===== config.mk =====
export PLATFORM = sky130hd
export DESIGN_NAME = cpusv_supervisor
export DESIGN_NICKNAME = d
export VERILOG_FILES = /design/src/verilog/cpusv_pkg.sv /design/src/verilog/cpusv_sync.sv /design/src/verilog/cpusv_supervisor.sv
export SDC_FILE = /design/constraint.sdc
export NUM_CORES = 1
export LEC_CHECK = 0
export ABC_AREA = 1
export BUFFER_PORTS_ARGS = -buffer_cell sky130_fd_sc_hd__buf_2
export CAP_MARGIN = 20
export CELL_PAD_IN_SITES_DETAIL_PLACEMENT = 1
export CELL_PAD_IN_SITES_GLOBAL_PLACEMENT = 1
export CORE_ASPECT_RATIO = 0.7
export CORE_MARGIN = 2
export CORE_UTILIZATION = 45
export CTS_BUF_LIST = sky130_fd_sc_hd__clkbuf_8
export CTS_CLUSTER_DIAMETER = 60
export CTS_CLUSTER_SIZE = 30
export DETAILED_ROUTE_END_ITERATION = 10
export GPL_TIMING_DRIVEN = 0
export PLACE_DENSITY_LB_ADDON = 0.1
export SLEW_MARGIN = 20
export SYNTH_ARGS = -nofsm -noshare
export SYNTH_HDL_FRONTEND = slang
export SYNTH_HIERARCHICAL = 1
export SYNTH_SLANG_ARGS = --single-unit

===== constraint.sdc =====
create_clock -name clk -period 6.6 [get_ports clk]
set_input_delay 0.99 -clock clk [delete_from_list [all_inputs] [get_ports clk]]
set_output_delay 0.99 -clock clk [all_outputs]
set_load 0.05 [all_outputs]

===== src/verilog/cpusv_pkg.sv =====
// Package with timing and width constants for the processor supervisor
package cpusv_pkg;
  localparam int unsigned CLK_HZ          = 20000000;
  localparam int unsigned RESET_STRETCH_MS = 250;
  localparam int unsigned DEBOUNCE_MS      = 10;
  localparam int unsigned WATCHDOG_MS      = 1500;
  localparam int unsigned TICK_HZ          = 1000;
  localparam int unsigned TICK_DIV         = CLK_HZ / TICK_HZ;
  localparam int unsigned STRETCH_TICKS    = RESET_STRETCH_MS * TICK_HZ / 1000;
  localparam int unsigned DEBOUNCE_TICKS   = DEBOUNCE_MS * TICK_HZ / 1000;
  localparam int unsigned WATCHDOG_TICKS   = WATCHDOG_MS * TICK_HZ / 1000;
  localparam int unsigned CNT_W            = 16;
  localparam int unsigned DIV_W            = 16;
  typedef enum logic [1:0] {
    CPUSV_RUN,
    CPUSV_HOLD,
    CPUSV_STRETCH
  } cpusv_state_t;
endpackage


===== src/verilog/cpusv_sync.sv =====
// Two flip-flop synchroniser for asynchronous pin inputs
`timescale 1ns/10ps
module cpusv_sync #(
  parameter int unsigned WIDTH = 1,
  parameter logic [WIDTH-1:0] INIT = '1
) (
  // Clock and reset
  input  wire logic             clk,
  input  wire logic             reset,
  // Data
  input  wire logic [WIDTH-1:0] async_in,
  output logic      [WIDTH-1:0] sync_out
);
  logic [WIDTH-1:0] stage1;

  always_ff @(posedge clk or posedge reset) begin
    if (reset) begin
      stage1   <= INIT;
      sync_out <= INIT;
    end else begin
      stage1   <= async_in;
      sync_out <= stage1;
    end
  end
endmodule


===== src/verilog/cpusv_supervisor.sv =====
// Processor supervisor: power-fail reset, pushbutton, watchdog, SRAM gating
// Functional notes
// Power-fail active holds processor reset asserted
// After power-fail clears, reset stays asserted a further 250 ms
// Debounced pushbutton press gives a reset pulse of at least 250 ms
// Watchdog expiry without low strobe asserts processor reset
// SRAM chip-enables forced inactive during power-fail
// Host pulses strobe low within every watchdog period
// Reset pin doubles as pushbutton input, open-drain driven low
// High-byte enable out low only when select and high enable low
// Low-byte enable out low only when select and low enable low
// Watchdog length is a parameter; restarts on strobe or reset end
`timescale 1ns/10ps
module cpusv_supervisor
  import cpusv_pkg::*;
#(
  parameter int unsigned TICK_DIVIDE    = TICK_DIV,
  parameter int unsigned STRETCH_COUNT  = STRETCH_TICKS,
  parameter int unsigned DEBOUNCE_COUNT = DEBOUNCE_TICKS,
  parameter int unsigned WATCHDOG_COUNT = WATCHDOG_TICKS
) (
  // Clock and reset
  input  wire logic clk,
  input  wire logic reset,
  // Supply monitor
  input  wire logic power_fail,
  // Processor reset pin, open drain
  input  wire logic cpu_reset_n_in,
  output logic      cpu_reset_n_out,
  output logic      cpu_reset_n_oe,
  // Watchdog strobe
  input  wire logic watchdog_strobe_n,
  // SRAM chip-enable gating
  input  wire logic ram_select_in_n,
  input  wire logic upper_byte_enable_n,
  input  wire logic lower_byte_enable_n,
  output logic      ram_select_high_out_n,
  output logic      ram_select_low_out_n
);
  initial begin
    if (TICK_DIVIDE < 4 || TICK_DIVIDE >= (1 << DIV_W)) $error("bad TICK_DIVIDE");
    if (STRETCH_COUNT < 1 || STRETCH_COUNT >= (1 << CNT_W)) $error("bad STRETCH_COUNT");
    if (DEBOUNCE_COUNT < 2 || DEBOUNCE_COUNT >= STRETCH_COUNT) $error("bad DEBOUNCE_COUNT");
    if (WATCHDOG_COUNT < 2 || WATCHDOG_COUNT >= (1 << CNT_W)) $error("bad WATCHDOG_COUNT");
  end

  localparam logic [DIV_W-1:0] DIV_LAST  = DIV_W'(TICK_DIVIDE - 1);
  localparam logic [CNT_W-1:0] STR_LAST  = CNT_W'(STRETCH_COUNT);
  localparam logic [CNT_W-1:0] DEB_LAST  = CNT_W'(DEBOUNCE_COUNT);
  localparam logic [CNT_W-1:0] WDOG_LAST = CNT_W'(WATCHDOG_COUNT);

  // Synchronised pin inputs
  logic [5:0] pins_sync;
  logic       pf_s;
  logic       rst_pin_s;
  logic       strobe_s;
  logic       sel_s;
  logic       ub_s;
  logic       lb_s;

  cpusv_sync #(.WIDTH(6), .INIT(6'h3f)) u_sync (
    .clk      (clk),
    .reset    (reset),
    .async_in ({~power_fail, cpu_reset_n_in, watchdog_strobe_n,
                ram_select_in_n, upper_byte_enable_n, lower_byte_enable_n}),
    .sync_out (pins_sync)
  );

  assign pf_s      = ~pins_sync[5];
  assign rst_pin_s = pins_sync[4];
  assign strobe_s  = pins_sync[3];
  assign sel_s     = pins_sync[2];
  assign ub_s      = pins_sync[1];
  assign lb_s      = pins_sync[0];

  // Millisecond tick divider
  logic [DIV_W-1:0] div_cnt;
  logic             tick;

  always_ff @(posedge clk or posedge reset) begin
    if (reset) begin
      div_cnt <= '0;
      tick    <= 1'b0;
    end else begin
      tick    <= (div_cnt == DIV_LAST);
      div_cnt <= (div_cnt == DIV_LAST) ? '0 : div_cnt + 1'b1;
    end
  end

  // Main reset state
  cpusv_state_t     state;
  logic [CNT_W-1:0] str_cnt;
  logic [CNT_W-1:0] deb_cnt;
  logic [CNT_W-1:0] wdog_cnt;
  logic             button_press;
  logic             wdog_expire;
  logic             reset_done;

  // Debounce: pin low for DEBOUNCE_COUNT ticks while not driving it
  always_ff @(posedge clk or posedge reset) begin
    if (reset) begin
      deb_cnt <= '0;
    end else if (rst_pin_s || state != CPUSV_RUN) begin
      deb_cnt <= '0;
    end else if (tick && deb_cnt != DEB_LAST) begin
      deb_cnt <= deb_cnt + 1'b1;
    end
  end

  assign button_press = (state == CPUSV_RUN) && (deb_cnt == DEB_LAST);

  // Watchdog counter
  always_ff @(posedge clk or posedge reset) begin
    if (reset) begin
      wdog_cnt <= '0;
    end else if (state != CPUSV_RUN || !strobe_s) begin
      wdog_cnt <= '0;
    end else if (tick && wdog_cnt != WDOG_LAST) begin
      wdog_cnt <= wdog_cnt + 1'b1;
    end
  end

  assign wdog_expire = (state == CPUSV_RUN) && (wdog_cnt == WDOG_LAST);
  assign reset_done  = (state == CPUSV_STRETCH) && (str_cnt == STR_LAST);

  always_ff @(posedge clk or posedge reset) begin
    if (reset) begin
      state   <= CPUSV_HOLD;
      str_cnt <= '0;
    end else if (pf_s) begin
      state   <= CPUSV_HOLD;
      str_cnt <= '0;
    end else begin
      unique case (state)
        CPUSV_HOLD: begin
          state   <= CPUSV_STRETCH;
          str_cnt <= '0;
        end
        CPUSV_STRETCH: begin
          if (reset_done) begin
            state <= CPUSV_RUN;
          end else if (tick) begin
            str_cnt <= str_cnt + 1'b1;
          end
        end
        CPUSV_RUN: begin
          if (button_press || wdog_expire) begin
            state   <= CPUSV_STRETCH;
            str_cnt <= '0;
          end
        end
      endcase
    end
  end

  // Open-drain reset drive: output always low, enable while asserting
  always_ff @(posedge clk or posedge reset) begin
    if (reset) begin
      cpu_reset_n_out <= 1'b0;
      cpu_reset_n_oe  <= 1'b1;
    end else begin
      cpu_reset_n_out <= 1'b0;
      cpu_reset_n_oe  <= pf_s || (state != CPUSV_RUN) || button_press || wdog_expire;
    end
  end

  // SRAM chip-enable gating
  always_ff @(posedge clk or posedge reset) begin
    if (reset) begin
      ram_select_high_out_n <= 1'b1;
      ram_select_low_out_n  <= 1'b1;
    end else begin
      ram_select_high_out_n <= pf_s | sel_s | ub_s;
      ram_select_low_out_n  <= pf_s | sel_s | lb_s;
    end
  end

  // Assertions
  int unsigned asrt_low;
  always_ff @(posedge clk or posedge reset) begin
    if (reset) begin
      asrt_low <= 0;
    end else if (!cpu_reset_n_oe) begin
      asrt_low <= 0;
    end else if (tick) begin
      asrt_low <= asrt_low + 1;
    end
  end

  chk_pf_holds_reset: assert property (@(posedge clk) disable iff (reset)
    pf_s |=> cpu_reset_n_oe) else $error("reset not held during power fail");
  chk_stretch_length: assert property (@(posedge clk) disable iff (reset)
    $fell(cpu_reset_n_oe) |-> $past(asrt_low) >= STRETCH_COUNT)
    else $error("reset pulse shorter than stretch");
  chk_button_reset: assert property (@(posedge clk) disable iff (reset)
    button_press && !pf_s |=> cpu_reset_n_oe && state == CPUSV_STRETCH)
    else $error("button press did not start reset");
  chk_wdog_reset: assert property (@(posedge clk) disable iff (reset)
    wdog_expire && !pf_s |=> cpu_reset_n_oe ##0 state == CPUSV_STRETCH)
    else $error("watchdog expiry did not reset");
  chk_pf_ram_off: assert property (@(posedge clk) disable iff (reset)
    pf_s |=> ram_select_high_out_n && ram_select_low_out_n)
    else $error("ram enabled during power fail");
  chk_od_drive_low: assert property (@(posedge clk) disable iff (reset)
    cpu_reset_n_out == 1'b0 && (cpu_reset_n_oe || state == CPUSV_RUN))
    else $error("open drain drove high or released outside run");
  chk_high_gate: assert property (@(posedge clk) disable iff (reset)
    !pf_s && !sel_s && !ub_s |=> !ram_select_high_out_n)
    else $error("high enable not passed");
  chk_low_gate: assert property (@(posedge clk) disable iff (reset)
    $past(sel_s) || $past(lb_s) |-> ram_select_low_out_n)
    else $error("low enable without select");
  chk_wdog_restart: assert property (@(posedge clk) disable iff (reset)
    !strobe_s |=> wdog_cnt == 0) else $error("watchdog not restarted");

  cov_pf_cycle:  cover property (@(posedge clk) disable iff (reset) $fell(pf_s));
  cov_button:    cover property (@(posedge clk) disable iff (reset) button_press);
  cov_wdog:      cover property (@(posedge clk) disable iff (reset) wdog_expire);
  cov_ram_write: cover property (@(posedge clk) disable iff (reset) !ram_select_low_out_n);
endmodule


==> impl_metrics.yaml <==
status:
  outcome: "complete, no violations"
critical_path:
  regToRegEndpoint: "deb_cnt[8]$_DFFE_PP0P_"
  r2r-start: "deb_cnt[0]$_DFFE_PP0P_"
  critical-path-max-stage-delay_ns: 0.53
  crit_family: "flip-flops"
  timing.critical_path.arrival_ns: 1.15
  start_kind: "flop"
  path_class: "flop to output port"
  reg2regPathDepth: 9
  cp_data_required_time_ns: 5.61
  ff2ff_setup_slack_ns: 4.67
  cp_slowest_cell: "sky130_fd_sc_hd__dfstp_2"
  endpoint_kind: "output port"
  critical_path_depth: 1
  cp_max_fo: 1
  timing.critical_path.buf_inv: 1
  timing.critical_path.cells: "buf_2"
  critical_path_startpoint: "ram_select_high_out_n$_DFF_PP1_"
finish:
  multi_input_combinational_cell_area_sq_mm: 0.00221
  design.final.nets: 645
  final_design_area_no_fill_sq_mm: 0.00509
  final.fill_count: 1252
  antennaDiodeCount: 0
  layout_cell_share_with_drive_strength_beyond_1: 0.140
  fin_util: 0.515
  final_cells: 763
  syn2layout_area_growth_pct: 9.54
  final-seq-area_sq_mm: 0.00207
logic_synthesis:
  yosys_warnings: 6
  syn-mean-instance-area_sq_um: 7.64
  synthDominantCellAreaShare: 0.356
  sequential_share_of_the_synthesized_area: 0.446
  synth-main-ff-cell: "sky130_fd_sc_hd__dfrtp_1"
  yosys_register_bits: 82
  number_of_enable_flip_flop_cells_after_synthesis: 0
  share_of_async_settable_or_async_resettable_flops_after_synthesis: 1.00
  distinct_cell_type_count_of_the_synthesized_netlist: 37
  postSynthNetCount: 623
  synth_cells: 608
  largest_area_contributor_in_the_synthesized_netlist: "sky130_fd_sc_hd__dfrtp_1"
  mappedNetlistArea_sq_mm: 0.00464
  ys_top_cells_by_area: "sky130_fd_sc_hd__dfrtp_1 (36%), sky130_fd_sc_hd__nand2_1 (13%), sky130_fd_sc_hd__dfstp_2 (9.1%), sky130_fd_sc_hd__nor2_1 (6.7%), sky130_fd_sc_hd__inv_1 (5.7%)"
clocking:
  clk_transition_reported_paths_ns: 0.09
  cts-root-buf: "sky130_fd_sc_hd__clkbuf_8"
  ctsHoldBuffers: 0
  cts_max_level: 3
  clock_path_buffers: 2
  post_cts.resized_instances: 0
  cts.repair_timing.setup_buffer_count: 0
  cts-buffers-inserted: 9
  cts_sinks: 82
  clock_tree_from_tritoncts: "yes"
  worst_skew_pair.late_latency_ns: 0.37
grt:
  grt_first_pass_wirelength_mm: 20.8
  initial_antenna_violation_count: 0
  grt-ovfl-total: 0
  grt_use_total: 0.233
  grt_pass1_vias: 4244
  grt_start_max_net_pins: 48
placed_design:
  place.detailed.hpwl_mm: 9.04
  port_buffers: 10
  gpl.final_weighted_congestion: 0.859
  placed_cells_incl_taps: 747
  place_area_sq_mm: 0.00488
pwr:
  p_seq_frac: 0.539
  ir_worst_vdd_v: 0.0000869
  pwr_density_cell_mw_per_mm2: 188
  leakage_power_of_the_design_nw: 2.30
  power_frac_comb: 0.061
  power_switching_share: 0.262
  power.internal_w: 0.000704
  p_switching_w: 0.000250
  power.clock.fraction: 0.400
timing:
  final-max-slew-violation-count: 0
  finalHoldViolations: 0
  timing.fmax_mhz: 467
  max_slew_margin: 0.543
  final.period_utilization: 0.324
  setup_violations: 0
  final.min_clock_period_ns: 2.14
  skew_ns: 0.0149
  rsz0062_at_grt: "no"
  worst_slew_pin_slew_ns: 0.681
  fin_tns_setup_ns: 0
route:
  avgViaCountPerCell: 5.38
  drt_drc_violations_left: 0
  total_routed_wirelength_mm: 12.1
  route.antenna.remaining_nets: 0
  wire_per_inst_um: 15.8
  dr.first_iter.drc_count: 224
  dr.pass1.iters: 4
  total_number_of_vias: 4102
floorplanning:
  core_area_sq_mm: 0.00987
  ioPinCount: 12
  floorplan.initialDensity: 0.470
  die_width_um: 125
  row_count: 30
  dieArea_sq_mm: 0.0112
  vert_die_dim_um: 89.0
job:
  drv.max_cap_violation_count: 0
hold_path:
  holdCritPathClass: "flop to flop"
  worst_hold_startpoint: "u_sync/stage1[0]$_DFF_PP1_"
  hold_depth: 0
  hold_path_end: "u_sync/sync_out[0]$_DFF_PP1_"
## routing by layer
layer | vias to the layer above | track usage | share of wire
met5 | - | 0 | 0
met4 | 0 | 0.0535 | 0.012
met1 | 2022 | 0.318 | 0.49
met3 | 13 | 0.0461 | 0.030
met2 | 56 | 0.393 | 0.46
li1 | 2011 | - | -
## metrics by stage
stage | hold WS, ns | setup WS (ns) | power (W)
floorplan | 0.345 | 3.85 | 0.000563
CTS | 0.346 | 4.45 | 0.000970
global route | 0.342 | 4.42 | 0.000990
global placement | 0.347 | 2.79 | 0.000581
detailed placement | 0.348 | 4.72 | 0.000585
finish | 0.344 | 4.46 | 0.000955
## state kept, by name (all words and copies together), names as in the netlist
signal                 cells
cpu_reset_n_oe             1
deb_cnt                   16
div_cnt                   16
ram_select_high_out_n      1
ram_select_low_out_n       1
state                      2
str_cnt                   16
tick                       1
u_sync/stage1              6
u_sync/sync_out            6
wdog_cnt                  16
## kinds of logic (layout without fill, tap and decap cells)
logic type	count (synthesis)	after routing	synth area share
xor+xnor	18	18	0.0340
fa+ha+maj	7	7	0.0189
buf+inv	85	112	0.0771
flops	82	82	0.446
simple gates	365	365	0.351
compound gates	50	50	0.0717
other cells	1	1	0.000808
## power groups by stage
stage                     Sequential (W)  Clock (W)  Combinational, W
after floorplan                 0.000526          0         0.0000361
after detailed placement        0.000524          0         0.0000602
final                           0.000515   0.000382         0.0000586
after CTS                       0.000515   0.000395         0.0000602
after global routing            0.000515   0.000410         0.0000646
after global placement          0.000524          0         0.0000569
## worst max-delay path by stage
stage,endpoint,slack (ns)
detailed placement,deb_cnt[8]$_DFFE_PP0P_,4.72
finish,ram_select_high_out_n,4.46
floorplan,deb_cnt[0]$_DFFE_PP0P_,3.85
global route,ram_select_high_out_n,4.42
global placement,str_cnt[13]$_DFFE_PP0P_,2.79
CTS,ram_select_high_out_n,4.45
## cells in the mapped netlist (all sizes together) (2+ instances only)
cell type  instances
dfrtp             66
o21ai             40
ha                 7
inv               73
xor2              14
nand2            161
buf               10
o21bai             6
nand3b             2
nand4             41
xnor2              4
nor3b              2
or2                4
nand3             51
dfstp             16
nor3              14
nor2              89
## cell type report
class / instances / area share
Clock inverter: 7 / 0.0155
Inverter: 74 / 0.0556
Sequential cell: 82 / 0.407
Tap cell: 128 / 0.0315
Buffer: 11 / 0.0153
Multi-Input combinational cell: 441 / 0.435
Clock buffer: 9 / 0.0244
Timing Repair Buffer: 11 / 0.0153
## layout by cell type (no fill, tap or decap), types with 2 or more instances in the layout
cell	instances
sky130_fd_sc_hd__inv_4	2
sky130_fd_sc_hd__o21bai_1	6
sky130_fd_sc_hd__nor2_1	83
sky130_fd_sc_hd__nor3b_1	2
sky130_fd_sc_hd__nand3_1	50
sky130_fd_sc_hd__dfstp_2	16
sky130_fd_sc_hd__inv_1	70
sky130_fd_sc_hd__buf_2	15
sky130_fd_sc_hd__o21ai_1	8
sky130_fd_sc_hd__nor2_4	2
sky130_fd_sc_hd__nand4_1	41
sky130_fd_sc_hd__xor2_1	14
sky130_fd_sc_hd__clkbuf_8	9
sky130_fd_sc_hd__buf_4	2
sky130_fd_sc_hd__nor2_2	4
sky130_fd_sc_hd__ha_1	7
sky130_fd_sc_hd__dfrtp_1	66
sky130_fd_sc_hd__xnor2_1	4
sky130_fd_sc_hd__nor3_1	13
sky130_fd_sc_hd__or2_2	4
sky130_fd_sc_hd__nand2_1	157
sky130_fd_sc_hd__buf_6	3
sky130_fd_sc_hd__o21ai_0	17
sky130_fd_sc_hd__clkinv_4	2
sky130_fd_sc_hd__nand2_2	3
sky130_fd_sc_hd__inv_2	2
sky130_fd_sc_hd__o21ai_2	15
sky130_fd_sc_hd__nand3b_1	2
Power figures use the tool's default switching activity.
